File: src/uart_cmd_pkg.sv
// Purpose: shared constants and the serial engine of the command link
// Assumes: 200 MHz clk, link at 115200 baud, 8 data bits, no parity, 1 stop
// Notes:   uart_step is the one rx/tx engine used by both ends
`default_nettype none
package uart_cmd_pkg;
    // ------------------------------------------------------------
    // link timing
    // ------------------------------------------------------------
    localparam int          CLK_HZ      = 200_000_000;
    localparam int          BAUD        = 115_200;
    localparam logic [10:0] BIT_CYC     = 11'(CLK_HZ / BAUD);
    localparam logic [10:0] HALF_CYC    = 11'(CLK_HZ / BAUD / 2);
    localparam int          TIMEOUT_DEF = 20 * (CLK_HZ / BAUD);

    // ------------------------------------------------------------
    // function and message codes
    // ------------------------------------------------------------
    localparam logic [7:0] FN_TOUCH  = 8'h03;
    localparam logic [7:0] FN_ROM_WR = 8'h21;
    localparam logic [7:0] FN_BLOCK  = 8'h24;
    localparam logic [7:0] MSG_TOUCH = 8'h50;
    localparam logic [7:0] MSG_READY = 8'h53;
    localparam logic [7:0] MSG_TMO   = 8'h54;
    localparam logic [7:0] MSG_BUSY  = 8'h57;
    localparam logic [7:0] MSG_CKSUM = 8'h58;
    localparam logic [7:0] RSV_LO    = MSG_TOUCH;
    localparam logic [7:0] RSV_HI    = 8'h5F;
    localparam logic [7:0] LEAD0     = 8'h55;
    localparam logic [7:0] LEAD1     = 8'hAA;

    // ------------------------------------------------------------
    // serial engine state
    // ------------------------------------------------------------
    typedef struct packed {
        logic        s1;
        logic        s2;
        logic        rbusy;
        logic [10:0] rcnt;
        logic [3:0]  rbit;
        logic [7:0]  rsh;
        logic        rstb;
        logic        tbusy;
        logic [10:0] tcnt;
        logic [3:0]  tbit;
        logic [9:0]  tsh;
        logic        txd;
    } uart_t;

    localparam uart_t UART_RST = '{s1: 1'b1, s2: 1'b1, txd: 1'b1, default: '0};

    function automatic uart_t uart_step(uart_t u, logic rxd, logic load, logic [7:0] d);
        uart_t n;
        n      = u;
        n.s1   = rxd;
        n.s2   = u.s1;
        n.rstb = 1'b0;
        if (!u.rbusy) begin
            if (!u.s2) begin
                n.rbusy = 1'b1;
                n.rcnt  = HALF_CYC;
                n.rbit  = 4'h0;
            end
        end else if (u.rcnt != 11'h000) begin
            n.rcnt = u.rcnt - 11'h001;
        end else begin
            n.rcnt = BIT_CYC - 11'h001;
            n.rbit = u.rbit + 4'h1;
            if (u.rbit == 4'h0) begin
                n.rbusy = u.s2 ? 1'b0 : 1'b1;
            end else if (u.rbit < 4'h9) begin
                n.rsh = {u.s2, u.rsh[7:1]};
            end else begin
                n.rbusy = 1'b0;
                n.rstb  = u.s2;
            end
        end
        if (!u.tbusy) begin
            n.txd = 1'b1;
            if (load) begin
                n.tbusy = 1'b1;
                n.tsh   = {1'b1, d, 1'b0};
                n.tcnt  = BIT_CYC - 11'h001;
                n.tbit  = 4'h0;
                n.txd   = 1'b0;
            end
        end else if (u.tcnt != 11'h000) begin
            n.tcnt = u.tcnt - 11'h001;
        end else if (u.tbit == 4'h9) begin
            n.tbusy = 1'b0;
        end else begin
            n.tbit = u.tbit + 4'h1;
            n.tsh  = {1'b1, u.tsh[9:1]};
            n.txd  = u.tsh[1];
            n.tcnt = BIT_CYC - 11'h001;
        end
        return n;
    endfunction
endpackage
`default_nettype wire

File: src/uart_link_if.sv
// Purpose: the two serial wires between host and device
// Assumes: both ends on the same clk in simulation
// Notes:   idle level of both wires is high
`timescale 1ns/100ps
`default_nettype none
interface uart_link_if;
    logic dev_txd;
    logic host_txd;
    modport device (input host_txd, output dev_txd);
    modport host   (input dev_txd, output host_txd);
endinterface
`default_nettype wire

File: src/cmd_stream_device.sv
// Purpose: device end; parses command streams, replies with status codes
// Assumes: executor looks up param_len for cmd_code, pulses exec_done
// Notes:   parameters and bulk data leave through a two-entry buffer
//
// What this block does
// - link is 115200 baud, 8N1
// - frame: code, parameters, checksum
// - checksum checked before command runs
// - codes 0x50..0x5F never function codes
// - success echoes the function code
// - bulk success replies 0x55 0xAA
// - checksum error sends 0x58 plus tail
// - timeout sends 0x54 plus tail
// - busy sends 0x57; host pauses
// - ready sends 0x53; host continues
// - touch sends 0x50 and coordinates
// - no touch reports during bulk stage
// - host may poll touch with 0x03
// - only 0x21, 0x24 open bulk stage
// - bulk: 0x55 0xAA, length, data, checksum
// - length byte is count minus one
// - host starts stream after success
// - bulk write data after 0x21 echo
`timescale 1ns/100ps
`default_nettype none
module cmd_stream_device
    import uart_cmd_pkg::*;
#(
    parameter int TIMEOUT_CYC = TIMEOUT_DEF
) (
    // clock and reset
    input  wire logic        clk,
    input  wire logic        rst,
    // serial link
    uart_link_if.device      link,
    // command executor
    output var  logic [7:0]  cmd_code,
    input  wire logic [7:0]  param_len,
    output var  logic        cmd_go,
    output var  logic        cmd_abort,
    input  wire logic        exec_done,
    output var  logic        bulk_stage,
    output var  logic        bulk_ok,
    // parameter and bulk bytes
    output var  logic        out_valid,
    output var  logic [7:0]  out_data,
    output var  logic        out_bulk,
    input  wire logic        out_ready,
    // touch panel
    input  wire logic        touch_irq,
    input  wire logic [15:0] touch_x,
    input  wire logic [15:0] touch_y
);
    typedef enum logic [3:0] {
        ST_CODE, ST_PLEN, ST_PARAM, ST_SUM, ST_EXEC,
        ST_LEAD1, ST_LEN, ST_DATA, ST_BSUM, ST_RPLY
    } dev_st_t;

    typedef struct packed {
        uart_t       u;
        dev_st_t     st;
        logic [7:0]  code;
        logic [7:0]  sum;
        logic [7:0]  left;
        logic        bulk_pend;
        logic [39:0] rply;
        logic [2:0]  rcnt;
        logic [39:0] hold;
        logic [2:0]  hcnt;
        logic        busy;
        logic        told;
        logic [23:0] tmo;
        logic        tpend;
        logic [31:0] txy;
        logic        ov0;
        logic        ov1;
        logic [8:0]  ob0;
        logic [8:0]  ob1;
        logic        go;
        logic        abort;
        logic        bok;
    } dev_t;

    localparam dev_t        DEV_RST = '{u: UART_RST, st: ST_CODE, default: '0};
    localparam logic [23:0] TO_LAST = 24'(TIMEOUT_CYC - 1);

    dev_t        s;
    dev_t        n;
    logic        load;
    logic        rxv;
    logic [7:0]  rxb;
    logic        frame;
    logic        free;
    logic        push;
    logic [8:0]  pdata;
    logic [39:0] tail;
    logic [2:0]  tlen;

    // ------------------------------------------------------------
    // next state
    // ------------------------------------------------------------
    always_comb begin
        n       = s;
        n.go    = 1'b0;
        n.abort = 1'b0;
        n.bok   = 1'b0;
        push    = 1'b0;
        pdata   = 9'h000;
        rxv     = s.u.rstb;
        rxb     = s.u.rsh;
        free    = (s.rcnt == 3'h0);
        frame   = s.st inside {ST_PLEN, ST_PARAM, ST_SUM, ST_LEAD1, ST_LEN, ST_DATA, ST_BSUM};
        // message tail: function code or bulk leader
        tail = s.bulk_pend ? {8'h00, LEAD0, LEAD1, 16'h0000} : {8'h00, s.code, 24'h000000};
        tlen = s.bulk_pend ? 3'h3 : 3'h2;

        // reply queue drains one byte per free transmitter
        load = ~free & ~s.u.tbusy;
        n.u  = uart_step(s.u, link.host_txd, load, s.rply[39:32]);
        if (load) begin
            n.rply = {s.rply[31:0], 8'h00};
            n.rcnt = s.rcnt - 3'h1;
        end

        if (s.ov0 && out_ready) begin
            n.ob0 = s.ob1;
            n.ov0 = s.ov1;
            n.ov1 = 1'b0;
        end

        if (s.ov0 && !out_ready && frame) begin
            n.busy = 1'b1;
        end else if (!s.ov0) begin
            n.busy = 1'b0;
        end

        if (free && s.busy != s.told) begin
            n.rply = {(s.busy ? MSG_BUSY : MSG_READY), tail[31:0]};
            n.rcnt = tlen;
            n.told = s.busy;
        end else if (free && s.st == ST_RPLY) begin
            n.rply = s.hold;
            n.rcnt = s.hcnt;
            n.st   = ST_CODE;
        end else if (free && s.st == ST_CODE && s.tpend) begin
            n.rply  = {MSG_TOUCH, s.txy};
            n.rcnt  = 3'h5;
            n.tpend = 1'b0;
        end

        if (s.bulk_pend) begin
            n.tpend = 1'b0;
        end else if (touch_irq) begin
            n.tpend = 1'b1;
            n.txy   = {touch_x, touch_y};
        end

        if (frame && !s.busy && !rxv) begin
            n.tmo = s.tmo + 24'h000001;
        end else begin
            n.tmo = 24'h000000;
        end

        unique case (s.st)
            ST_CODE: begin
                if (rxv) begin
                    if (s.bulk_pend && rxb == LEAD0) begin
                        n.st = ST_LEAD1;
                    end else if (rxb < RSV_LO || rxb > RSV_HI) begin
                        n.code      = rxb;
                        n.sum       = rxb;
                        n.bulk_pend = 1'b0;
                        n.st        = ST_PLEN;
                    end
                end
            end
            ST_PLEN: begin
                n.left = param_len;
                n.st   = (param_len == 8'h00) ? ST_SUM : ST_PARAM;
            end
            ST_PARAM: begin
                if (rxv) begin
                    push   = 1'b1;
                    pdata  = {1'b0, rxb};
                    n.sum  = s.sum + rxb;
                    n.left = s.left - 8'h01;
                    if (s.left == 8'h01) begin
                        n.st = ST_SUM;
                    end
                end
            end
            ST_SUM: begin
                if (rxv) begin
                    if (rxb == s.sum) begin
                        n.go = 1'b1;
                        n.st = ST_EXEC;
                    end else begin
                        n.abort = 1'b1;
                        n.hold  = {MSG_CKSUM, tail[31:0]};
                        n.hcnt  = tlen;
                        n.st    = ST_RPLY;
                    end
                end
            end
            ST_EXEC: begin
                if (exec_done) begin
                    n.hold = {s.code, 32'h00000000};
                    n.hcnt = 3'h1;
                    n.bulk_pend = (s.code == FN_ROM_WR) || (s.code == FN_BLOCK);
                    n.st        = ST_RPLY;
                end
            end
            ST_LEAD1: begin
                if (rxv) begin
                    n.st = (rxb == LEAD1) ? ST_LEN : ST_CODE;
                end
            end
            ST_LEN: begin
                if (rxv) begin
                    n.left = rxb;
                    n.sum  = rxb;
                    n.st   = ST_DATA;
                end
            end
            ST_DATA: begin
                if (rxv) begin
                    push   = 1'b1;
                    pdata  = {1'b1, rxb};
                    n.sum  = s.sum + rxb;
                    n.left = s.left - 8'h01;
                    if (s.left == 8'h00) begin
                        n.st = ST_BSUM;
                    end
                end
            end
            ST_BSUM: begin
                if (rxv) begin
                    if (rxb == s.sum) begin
                        n.bok       = 1'b1;
                        n.bulk_pend = 1'b0;
                        n.hold      = {LEAD0, LEAD1, 24'h000000};
                        n.hcnt      = 3'h2;
                    end else begin
                        n.abort = 1'b1;
                        n.hold  = {MSG_CKSUM, tail[31:0]};
                        n.hcnt  = tlen;
                    end
                    n.st = ST_RPLY;
                end
            end
            ST_RPLY: begin
            end
        endcase

        if (frame && s.tmo == TO_LAST && !rxv) begin
            n.abort = 1'b1;
            n.hold  = {MSG_TMO, tail[31:0]};
            n.hcnt  = tlen;
            n.tmo   = 24'h000000;
            n.st    = ST_RPLY;
        end

        if (push) begin
            if (!n.ov0) begin
                n.ob0 = pdata;
                n.ov0 = 1'b1;
            end else begin
                n.ob1 = pdata;
                n.ov1 = 1'b1;
            end
        end
    end

    always_ff @(posedge clk) begin
        if (rst) begin
            s <= DEV_RST;
        end else begin
            s <= n;
        end
    end

    // ------------------------------------------------------------
    // outputs
    // ------------------------------------------------------------
    assign link.dev_txd = s.u.txd;
    assign cmd_code     = s.code;
    assign cmd_go       = s.go;
    assign cmd_abort    = s.abort;
    assign bulk_stage   = s.bulk_pend;
    assign bulk_ok      = s.bok;
    assign out_valid    = s.ov0;
    assign out_data     = s.ob0[7:0];
    assign out_bulk     = s.ob0[8];
endmodule // cmd_stream_device
`default_nettype wire

File: src/flat_wrapper.sv
// flat-port wrapper written by rule: the top's interface ports become plain ports
module cmd_stream_device_flat import uart_cmd_pkg::*;
#(
    parameter int TIMEOUT_CYC = TIMEOUT_DEF
)
  (clk, rst, cmd_code, param_len, cmd_go, cmd_abort, exec_done, bulk_stage, bulk_ok, out_valid, out_data, out_bulk, out_ready, touch_irq, touch_x, touch_y, link_host_txd, link_dev_txd);
  uart_link_if link_i ();
  input  wire logic clk;
  input  wire logic rst;
  output var  logic [7:0] cmd_code;
  input  wire logic [7:0] param_len;
  output var  logic cmd_go;
  output var  logic cmd_abort;
  input  wire logic exec_done;
  output var  logic bulk_stage;
  output var  logic bulk_ok;
  output var  logic out_valid;
  output var  logic [7:0] out_data;
  output var  logic out_bulk;
  input  wire logic out_ready;
  input  wire logic touch_irq;
  input  wire logic [15:0] touch_x;
  input  wire logic [15:0] touch_y;
  input wire logic [$bits(link_i.host_txd)-1:0] link_host_txd;
  output wire logic [$bits(link_i.dev_txd)-1:0] link_dev_txd;
  assign link_i.host_txd = link_host_txd;
  assign link_dev_txd = link_i.dev_txd;
  cmd_stream_device #(.TIMEOUT_CYC(TIMEOUT_CYC)) u_core (.clk(clk), .rst(rst), .link(link_i), .cmd_code(cmd_code), .param_len(param_len), .cmd_go(cmd_go), .cmd_abort(cmd_abort), .exec_done(exec_done), .bulk_stage(bulk_stage), .bulk_ok(bulk_ok), .out_valid(out_valid), .out_data(out_data), .out_bulk(out_bulk), .out_ready(out_ready), .touch_irq(touch_irq), .touch_x(touch_x), .touch_y(touch_y));
endmodule
File: config.mk
export PLATFORM = sky130hd
export DESIGN_NAME = cmd_stream_device_flat
export DESIGN_NICKNAME = d
export VERILOG_FILES = /design/src/uart_cmd_pkg.sv /design/src/uart_link_if.sv /design/src/cmd_stream_device.sv /design/src/flat_wrapper.sv
export SDC_FILE = /design/constraint.sdc
export NUM_CORES = 1
export LEC_CHECK = 0
export BUFFER_PORTS_ARGS = -buffer_cell sky130_fd_sc_hd__buf_4
export CAP_MARGIN = 10
export CORE_ASPECT_RATIO = 0.75
export CORE_MARGIN = 5
export CORE_UTILIZATION = 50
export DETAILED_ROUTE_END_ITERATION = 12
export PLACE_DENSITY_LB_ADDON = 0.1
export SKIP_LAST_GASP = 1
export SLEW_MARGIN = 20
export SYNTH_ARGS = -nofsm -noshare
export SYNTH_HDL_FRONTEND = slang
export SYNTH_SLANG_ARGS = --single-unit
File: constraint.sdc
create_clock -name clk -period 2.85 [get_ports clk]
set_clock_uncertainty 0.2 [all_clocks]
set_input_delay 0 -clock clk [delete_from_list [all_inputs] [get_ports clk]]
set_output_delay 0 -clock clk [all_outputs]
set_load 0.03 [all_outputs]
==> flow_summary_export.csv, run 1 <==
group,metric,value,unit
status,status,"completed",
critical_path,critPathArrivalTime,2.95,ns
run,max_cap_violations,0,
floorplan,fp.dieW,179,um
synth,synth_cell_types,80,
critical_path,cp-start-kind,"flip-flop",
timing,setup_tns,0,ns
floorplan,rows,46,
finish,drive_gt1_share,12.7,%
floorplan,dieArea,24500,um2
hold_path,whs_path_depth,3,
clock_tree,path_clk_slew,0.06,ns
synth,ys_seq_elements,226,
pwr,irDropWorstVdd,431,uV
synth,synthCells,1340,
timing,tightest_slew,0.727,ns
detailed_routing,viasPerCell,5.63,
global_route,grt_max_degree,68,
timing,fmax,369,MHz
synth,synth-edff-count,0,
finish,synthToLayoutAreaGrowth,23.3,%
timing,fin_ws,0.140,ns
detailed_routing,drt-initial-drc-count,745,
hold_path,min_from,"link_host_txd",
detailed_routing,firstDrtPassIters,6,
detailed_routing,drc,0,
critical_path,critical_path_class,"reg -> reg",
synth,yosys.area.top_type,"dfxtp_1",
clock_tree,cts_root_buffer,"clkbuf_16",
synth,postSynth.asyncResetShare,0,%
clock_tree,cts_tree,"yes",
placement,io_buffers,68,
critical_path,worst_setup_path_end_kind,"flip-flop",
synth,synth_ff_type,"dfxtp_1",
critical_path,ff2ff_path_depth,7,
synth,synth_nets,1407,
detailed_routing,wl_per_cell,16.1,um
clock_tree,cts.sinks,226,
clock_tree,htreeDepth,1,
clock_tree,cts_inserted_buffers,24,
synth,syn_area,10700,um2
clock_tree,worstSkewPairLatency,0.51,ns
detailed_routing,drt_wl_total,28500,um
hold_path,min_path_type,"in -> reg",
synth,synth_area_per_cell,8.00,um2
timing,finalMaxSlewViolations,0,
global_route,groute.usage.overall,23.0,%
pwr,p_leak,5.12,nW
floorplan,core_area,21100,um2
critical_path,r2r-end,"u_core.s[24]",
clock_tree,clock_path_buffers,3,
critical_path,reg2reg_from,"u_core.bulk_stage",
global_route,grt_pass1_vias,9398,
timing,finalHoldViolations,0,
timing,slew_headroom,51.5,%
pwr,power_density,711,nW/um2
synth,synth.area.top_cells,"dfxtp_1 42%, nand2_1 7.8%, nor2_1 6.6%",
global_route,grt_pass1_wl,47200,um
floorplan,io_pins,69,
placement,dp_hpwl,18900,um
finish,final_cell_mix,"226 x dfxtp_1, 222 x nand2_1, 188 x nor2_1",
synth,netlist.area_leader.share,42.2,%
detailed_routing,antenna_left,0,
critical_path,rrSetupSlack,0.14,ns
synth,ys_seq_area_share,42.2,%
floorplan,die_h,137,um
critical_path,cp_max_fo,28,
finish,layout_commonest_cell,"dfxtp_1",
placement,place_ws,0.319,ns
global_route,antenna_found_initial,0,
floorplan,start_util,50.7,%
synth,yosysWarnings,0,
finish,nNetsFinal,1535,
timing,fin_crit_sh,95.1,%
timing,setup_viol,0,
timing,timing.final.crit_period,2.71,ns
hold_path,holdPathEnd,"u_core.n[249]",
finish,antennaDiodeCount,0,
critical_path,worstPathRequired,3.09,ns
timing,rsz0062_at_grt,"false",
global_route,overflow,0,
placement,routabilityCongestion,0.886,
clock_tree,post_cts_buffers,0,
detailed_routing,vias,9991,
report_power, final:
group          switching, mW  internal, mW
Combinational           1.40         0.896
Clock                   1.26          2.02
Sequential             0.281          3.54
logic make-up (layout without fill, tap and decap cells):
group           count (synthesis)  count (layout)  synth area share (%)
compound gates                299             299                  18.5
xor+xnor                       41              41                  3.35
fa+ha+maj                      21              21                  2.52
buf+inv                       133             279                  5.60
flops                         226             226                  42.2
mux                            20              20                  1.89
simple gates                  600             600                  25.9
synth_stat cells, types with 15 or more instances:
cell        n
dfxtp_1   226
nand2_1   222
nor2_1    188
a21oi_1   110
clkbuf_1   67
o21ai_0    43
nand3_1    42
nor3_1     38
a211oi_1   28
inv_1      28
xor2_1     28
a311oi_1   25
a22oi_1    20
ha_1       20
buf_4      19
mux2i_1    18
buf_2      15
cell type report:
| type | instances | area, um2 |
|---|---|---|
| clock buffers | 38 | 764 |
| repair buffers | 207 | 1780 |
| inverters | 28 | 105 |
| flip-flops and latches | 226 | 4520 |
| clock inverters | 6 | 86.3 |
| multi-input cells | 981 | 5600 |
| well taps | 288 | 360 |
| fillers | 1880 | 7910 |
what timing repair did:
item,in CTS,in global routing
hold buffers,87,0
endpoints found under the hold margin,81,0
resized for setup,0,1
endpoints found under the setup margin,0,1
metal layers:
| metal | vias up | track usage (%) | routed length (um) |
|---|---|---|---|
| met5 | - | 0 | 0 |
| li1 | 4955 | - | - |
| met1 | 4718 | 34.9 | 14200 |
| met2 | 275 | 35.0 | 12300 |
| met3 | 43 | 3.31 | 1530 |
| met4 | 0 | 4.52 | 482 |
state kept, by name, indices dropped and copies added (netlist names):
| name | count |
|---|---|
| u_core.s | 193 |
| u_core.cmd_code | 8 |
| u_core.out_data | 8 |
| u_core.rxb | 8 |
| u_core.bulk_ok | 1 |
| u_core.bulk_stage | 1 |
| u_core.cmd_abort | 1 |
| u_core.cmd_go | 1 |
| u_core.link.dev_txd | 1 |
| u_core.n | 1 |
| u_core.out_bulk | 1 |
| u_core.out_valid | 1 |
| u_core.rxv | 1 |
critical path, cell delays in order, from the launching register on:
cell and delay [ns]:
dfxtp_1 0.33, buf_4 0.20, nor2b_2 0.22, buf_6 0.25
nand2_1 0.09, dlygate4sd3_1 0.57, a21oi_1 0.18, dlygate4sd3_1 0.61
per-stage QoR:
stage,hold slack [ns],total power [mW],std cells,instance area (um2),util [%]
detailed placement,-0.00386,6.04,1643,11500,54.4
global route,0.0160,9.93,1774,13200,62.6
finish,0.0221,9.39,1774,13200,62.6
CTS,0.00914,9.42,1774,13200,62.5
global placement,-0.0107,6.01,1643,11500,54.4
floorplan,-0.0962,5.44,1340,10700,-
worst max path at each step:
stage	startpoint	to	slack, ns	cells after the start
6_report	u_core.bulk_stage	u_core.s[24]	0.14	7
5_1_grt	u_core.bulk_stage	u_core.s[24]	0.0003	7
4_1_cts	u_core.bulk_stage	u_core.s[35]	0.24	7
2_1_floorplan	u_core.rxb[3]	u_core.s[82]	0.59	6
3_5_place_dp	u_core.rxb[3]	u_core.s[82]	0.32	7
3_3_place_gp	u_core.rxb[3]	u_core.s[82]	0.31	7
No activity file was read; power rests on OpenSTA's default activity.
==> run 2: changes to the inputs <==
--- a/config.mk
+++ b/config.mk
@@ -11,7 +11,7 @@
 export CORE_MARGIN = 5
 export CORE_UTILIZATION = 50
 export DETAILED_ROUTE_END_ITERATION = 12
-export PLACE_DENSITY_LB_ADDON = 0.1
+export PLACE_DENSITY = 0.73
 export SKIP_LAST_GASP = 1
 export SLEW_MARGIN = 20
 export SYNTH_ARGS = -nofsm -noshare
==> flow_summary_export.csv, run 2 (synthesis results as in run 1) <==
group,metric,value,unit
critical_path,cp_max_fo,29,
global_route,grt_pass1_vias,9346,
timing,finalMaxSlewViolations,0,
pwr,irDropWorstVdd,395,uV
clock_tree,clock_path_buffers,3,
floorplan,core_area,21100,um2
timing,timing.final.crit_period,2.68,ns
finish,layout_commonest_cell,"dfxtp_1",
timing,finalHoldViolations,0,
finish,drive_gt1_share,12.0,%
finish,top_register,"u_core.s",
finish,antennaDiodeCount,0,
global_route,antenna_found_initial,0,
critical_path,cp-start-kind,"flip-flop",
floorplan,fp.dieW,179,um
clock_tree,worstSkewPairLatency,0.51,ns
floorplan,dieArea,24500,um2
finish,largest_register_ffs,193,
clock_tree,cts_tree,"yes",
critical_path,critical_path_class,"reg -> reg",
timing,slew_headroom,45.3,%
global_route,grt_max_degree,77,
finish,fin_area,13200,um2
clock_tree,htreeDepth,1,
floorplan,rows,46,
clock_tree,path_clk_slew,0.06,ns
placement,routabilityCongestion,0.882,
detailed_routing,vias,10032,
critical_path,cp-startpoint,"u_core.bulk_stage",
floorplan,io_pins,69,
critical_path,worst_setup_path_end_kind,"flip-flop",
clock_tree,cts_root_buffer,"clkbuf_16",
hold_path,min_path_type,"in -> reg",
critical_path,critPathArrivalTime,2.94,ns
finish,final_cell_mix,"225 x dfxtp_1, 222 x nand2_1, 188 x nor2_1",
finish,fillers,1791,
detailed_routing,antenna_left,0,
placement,io_buffers,68,
detailed_routing,wl_per_cell,16.1,um
floorplan,die_h,137,um
critical_path,rrSetupSlack,0.17,ns
detailed_routing,drc,0,
timing,setup_viol,0,
clock_tree,cts.sinks,226,
timing,setup_tns,0,ns
global_route,groute.usage.overall,22.9,%
clock_tree,cts_inserted_buffers,23,
pwr,p_leak,5.07,nW
timing,fmax,373,MHz
global_route,overflow,0,
detailed_routing,firstDrtPassIters,6,
timing,fin_crit_sh,94.1,%
detailed_routing,drt_wl_total,28500,um
placement,dp_hpwl,18200,um
timing,rsz0062_at_grt,"false",
status,status,"completed",
detailed_routing,viasPerCell,5.65,
critical_path,reg2reg_from,"u_core.bulk_stage",
pwr,power_density,682,nW/um2
placement,post_dp_cell_area,11400,um2
finish,fin_cells,1777,
critical_path,r2r-end,"u_core.s[32]",
finish,synthToLayoutAreaGrowth,22.9,%
critical_path,crit_path_end,"u_core.s[32]",
pwr,total_power,8.99,mW
critical_path,ff2ff_path_depth,6,
timing,tightest_slew,0.820,ns
critical_path,worstPathRequired,3.10,ns
detailed_routing,drt-initial-drc-count,926,
placement,placed_cells,1637,
hold_path,whs_path_depth,3,
floorplan,start_util,50.7,%
run,max_cap_violations,0,
finish,nNetsFinal,1543,
global_route,grt_pass1_wl,46800,um
==> run 2: repair_timing <==
action / 4_1_cts / 5_1_grt
buffers inserted: 0 / 0
hold buffers: 102 / 0
endpoints found under the hold margin: 79 / 0
resized for setup: 0 / 2
endpoints found under the setup margin: 0 / 22
==> run 2: worst max-delay path: stages, from the launching register on <==
cell and delay, ns:
dfxtp_2 0.43, nor2b_2 0.24, buf_4 0.33, nand2_1 0.11, dlygate4sd3_1 0.58, a21oi_1 0.15
dlygate4sd3_1 0.58
==> run 2: worst min-delay path by stage <==
| stage | from | to | slack (ns) |
|---|---|---|---|
| floorplan | link_host_txd | u_core.n[249] | -0.1 |
| global placement | link_host_txd | u_core.n[249] | -0.01 |
| detailed placement | link_host_txd | u_core.n[249] | -0.007 |
| CTS | link_host_txd | u_core.n[249] | 0.02 |
| global route | link_host_txd | u_core.n[249] | 0.03 |
| finish | link_host_txd | u_core.n[249] | 0.03 |
==> run 2: metal layers <==
metal	global-route usage [%]	share of wire, %
met1	33.1	47
met2	35.7	44
met3	3.53	6.0
met4	6.22	2.6
met5	0	0
==> run 2: cell type report <==
cell class              instances  area, um2  share of cell area [%]
flip-flops and latches        226       4530                    34.3
inverters                      28        105                   0.798
well taps                     288        360                    2.73
clock buffers                  33        673                    5.11
clock inverters                 5       35.0                   0.266
repair buffers                216       1880                    14.2
multi-input cells             981       5600                    42.5
==> run 2: stage by stage <==
| stage | util [%] | hold slack (ns) | worst slack [ns] |
|---|---|---|---|
| after floorplan | - | -0.0962 | 0.588 |
| after global placement | 54.2 | -0.00989 | 0.471 |
| after detailed placement | 54.2 | -0.00685 | 0.361 |
| after CTS | 62.4 | 0.0150 | 0.129 |
| after global routing | 62.4 | 0.0344 | 0.0234 |
| final | 62.4 | 0.0291 | 0.169 |
==> run 2: power by group <==
part | total (mW) | switching (mW) | internal, mW
registers | 3.80 | 0.270 | 3.53
logic | 2.32 | 1.38 | 0.939
clock network | 2.87 | 1.23 | 1.64
==> run 3: changes to the inputs <==
--- a/config.mk
+++ b/config.mk
@@ -10,6 +10,7 @@
 export CORE_ASPECT_RATIO = 0.75
 export CORE_MARGIN = 5
 export CORE_UTILIZATION = 50
+export CTS_BUF_LIST = sky130_fd_sc_hd__clkbuf_2 sky130_fd_sc_hd__clkbuf_4 sky130_fd_sc_hd__clkbuf_8
 export DETAILED_ROUTE_END_ITERATION = 12
 export PLACE_DENSITY = 0.73
 export SKIP_LAST_GASP = 1
==> flow_summary_export.csv, run 3 (synthesis results as in run 1) <==
group,metric,value,unit
clock_tree,clock_path_buffers,3,
pwr,p_leak,5.18,nW
floorplan,io_pins,69,
pwr,pwr-share-seq,41.1,%
finish,fin_area,13400,um2
placement,dp_hpwl,18200,um
run,max_cap_violations,0,
detailed_routing,wl_per_cell,15.7,um
detailed_routing,antenna_left,0,
finish,nNetsFinal,1566,
clock_tree,path_clk_slew,0.06,ns
critical_path,crit_chain,"nor2b_2 -> buf_4 -> nand2_1 -> dlygate4sd3_1 -> a21oi_1 -> dlygate4sd3_1",
critical_path,cp-start-kind,"flip-flop",
finish,top_register,"u_core.s",
clock_tree,post_cts_buffers,0,
critical_path,cp_top_family,"buffers and inverters",
detailed_routing,wl_met1,13300,um
timing,setup_viol,0,
detailed_routing,firstDrtPassIters,7,
critical_path,critical_path_class,"reg -> reg",
placement,io_buffers,68,
clock_tree,cts.sinks,226,
global_route,groute.usage.overall,23.2,%
critical_path,cp-startpoint,"u_core.bulk_stage",
clock_tree,cts_inserted_buffers,37,
pwr,switching_share,31.7,%
pwr,comb_power_share,25.1,%
timing,finalMaxSlewViolations,0,
critical_path,reg2reg_from,"u_core.bulk_stage",
timing,fin_hold_ws,0.140,ns
hold_path,min_from,"touch_irq",
pwr,clkPwrFrac,33.8,%
critical_path,worst_setup_path_end_kind,"flip-flop",
placement,post_dp_cell_area,11400,um2
finish,largest_register_ffs,193,
hold_path,min_path_type,"in -> reg",
floorplan,die_h,137,um
finish,multi_input_area,5600,um2
clock_tree,worstSkewPairLatency,0.54,ns
timing,finalHoldViolations,0,
clock_tree,cts_tree,"yes",
floorplan,start_util,50.7,%
critical_path,rrSetupSlack,0.17,ns
global_route,grt_pass1_wl,46900,um
global_route,antenna_found_initial,0,
detailed_routing,wl_met2,12500,um
critical_path,cp_max_fo,29,
detailed_routing,vias,10131,
placement,routabilityCongestion,0.882,
detailed_routing,viasPerCell,5.59,
pwr,p_int,6.33,mW
detailed_routing,drt_wl_total,28400,um
pwr,power_density,693,nW/um2
detailed_routing,top_layer_used,"met4",
global_route,grt_max_degree,77,
pwr,total_power,9.26,mW
pwr,irDropWorstVdd,400,uV
global_route,overflow,0,
critical_path,cp_slowest_cell,"dlygate4sd3_1",
critical_path,crit_buf_inv,3,
detailed_routing,met3WireLength,2080,um
global_route,grt_pass1_vias,9450,
timing,slew_headroom,44.2,%
finish,antennaDiodeCount,0,
pwr,switchingPower,2.93,mW
floorplan,rows,46,
timing,fmax,373,MHz
timing,fin_crit_sh,94.1,%
finish,seqCellArea,4530,um2
timing,tightest_slew,0.837,ns
finish,synthToLayoutAreaGrowth,24.7,%
timing,timing.final.crit_period,2.68,ns
clock_tree,htreeDepth,2,
finish,final_cell_mix,"225 x dfxtp_1, 222 x nand2_1, 188 x nor2_1",
floorplan,dieArea,24500,um2
detailed_routing,drc,0,
finish,drive_gt1_share,13.7,%
critical_path,slowest_delay,0.61,ns
floorplan,core_area,21100,um2
status,status,"completed",
floorplan,fp.dieW,179,um
detailed_routing,drt-initial-drc-count,876,
timing,setup_tns,0,ns
finish,fillers,1752,
critical_path,worstPathRequired,3.12,ns
critical_path,critPathArrivalTime,2.95,ns
critical_path,cpMostUsedCell,"dlygate4sd3_1",
clock_tree,cts_root_buffer,"clkbuf_8",
finish,layout_commonest_cell,"dfxtp_1",
timing,rsz0062_at_grt,"false",
[run 3: cell type report]
| type | instances | area share [%] |
|---|---|---|
| clock inverter | 8 | 1.12 |
| timing repair buffer | 225 | 14.7 |
| tap | 288 | 2.70 |
| sequential | 226 | 33.9 |
| inverter | 28 | 0.786 |
| multi-input combinational | 981 | 41.9 |
| clock buffer | 55 | 4.91 |
[run 3: path summary, 6_finish.rpt]
kind / cells past startpoint / end
setup / recovery: 6 / u_core.s[49]
hold / removal: 4 / u_core.s[55]
setup reg to reg: 6 / u_core.s[49]
hold reg to reg: 1 / u_core.s[249]
[run 3: through the flow]
step	instances	worst slack [ns]	utilization, %
5_1_grt	1811	0.0243	63.3
4_1_cts	1811	0.129	63.2
3_5_place_dp	1637	0.361	54.2
2_1_floorplan	1340	0.588	-
3_3_place_gp	1637	0.471	54.2
6_report	1811	0.169	63.3
[run 3: timing repair]
item | CTS | global route
hold buffers | 111 | 0
endpoints found under the hold margin | 79 | 0
setup endpoints to repair | 0 | 25
gates resized for setup | 0 | 2
[run 3: worst min-delay path, cell delays in order]
cell and delay (ns):
dlygate4sd3_1 0.54, buf_4 0.13, a21oi_1 0.04, nor3_1 0.11
[run 3: power by group through the flow]
stage	clock, mW	combinational [mW]	sequential (mW)
6_report	3.13	2.32	3.81
5_1_grt	3.36	2.61	3.85
4_1_cts	3.21	2.29	3.80
3_5_place_dp	0	2.17	3.86
3_3_place_gp	0	2.13	3.86
2_1_floorplan	0	1.65	3.79
[run 3: routing by layer]
| metal | GRT usage, % | up-vias |
|---|---|---|
| met5 | 0 | - |
| met4 | 7.58 | 0 |
| met3 | 4.39 | 51 |
| met2 | 35.2 | 368 |
| met1 | 33.2 | 4711 |
| li1 | - | 5001 |
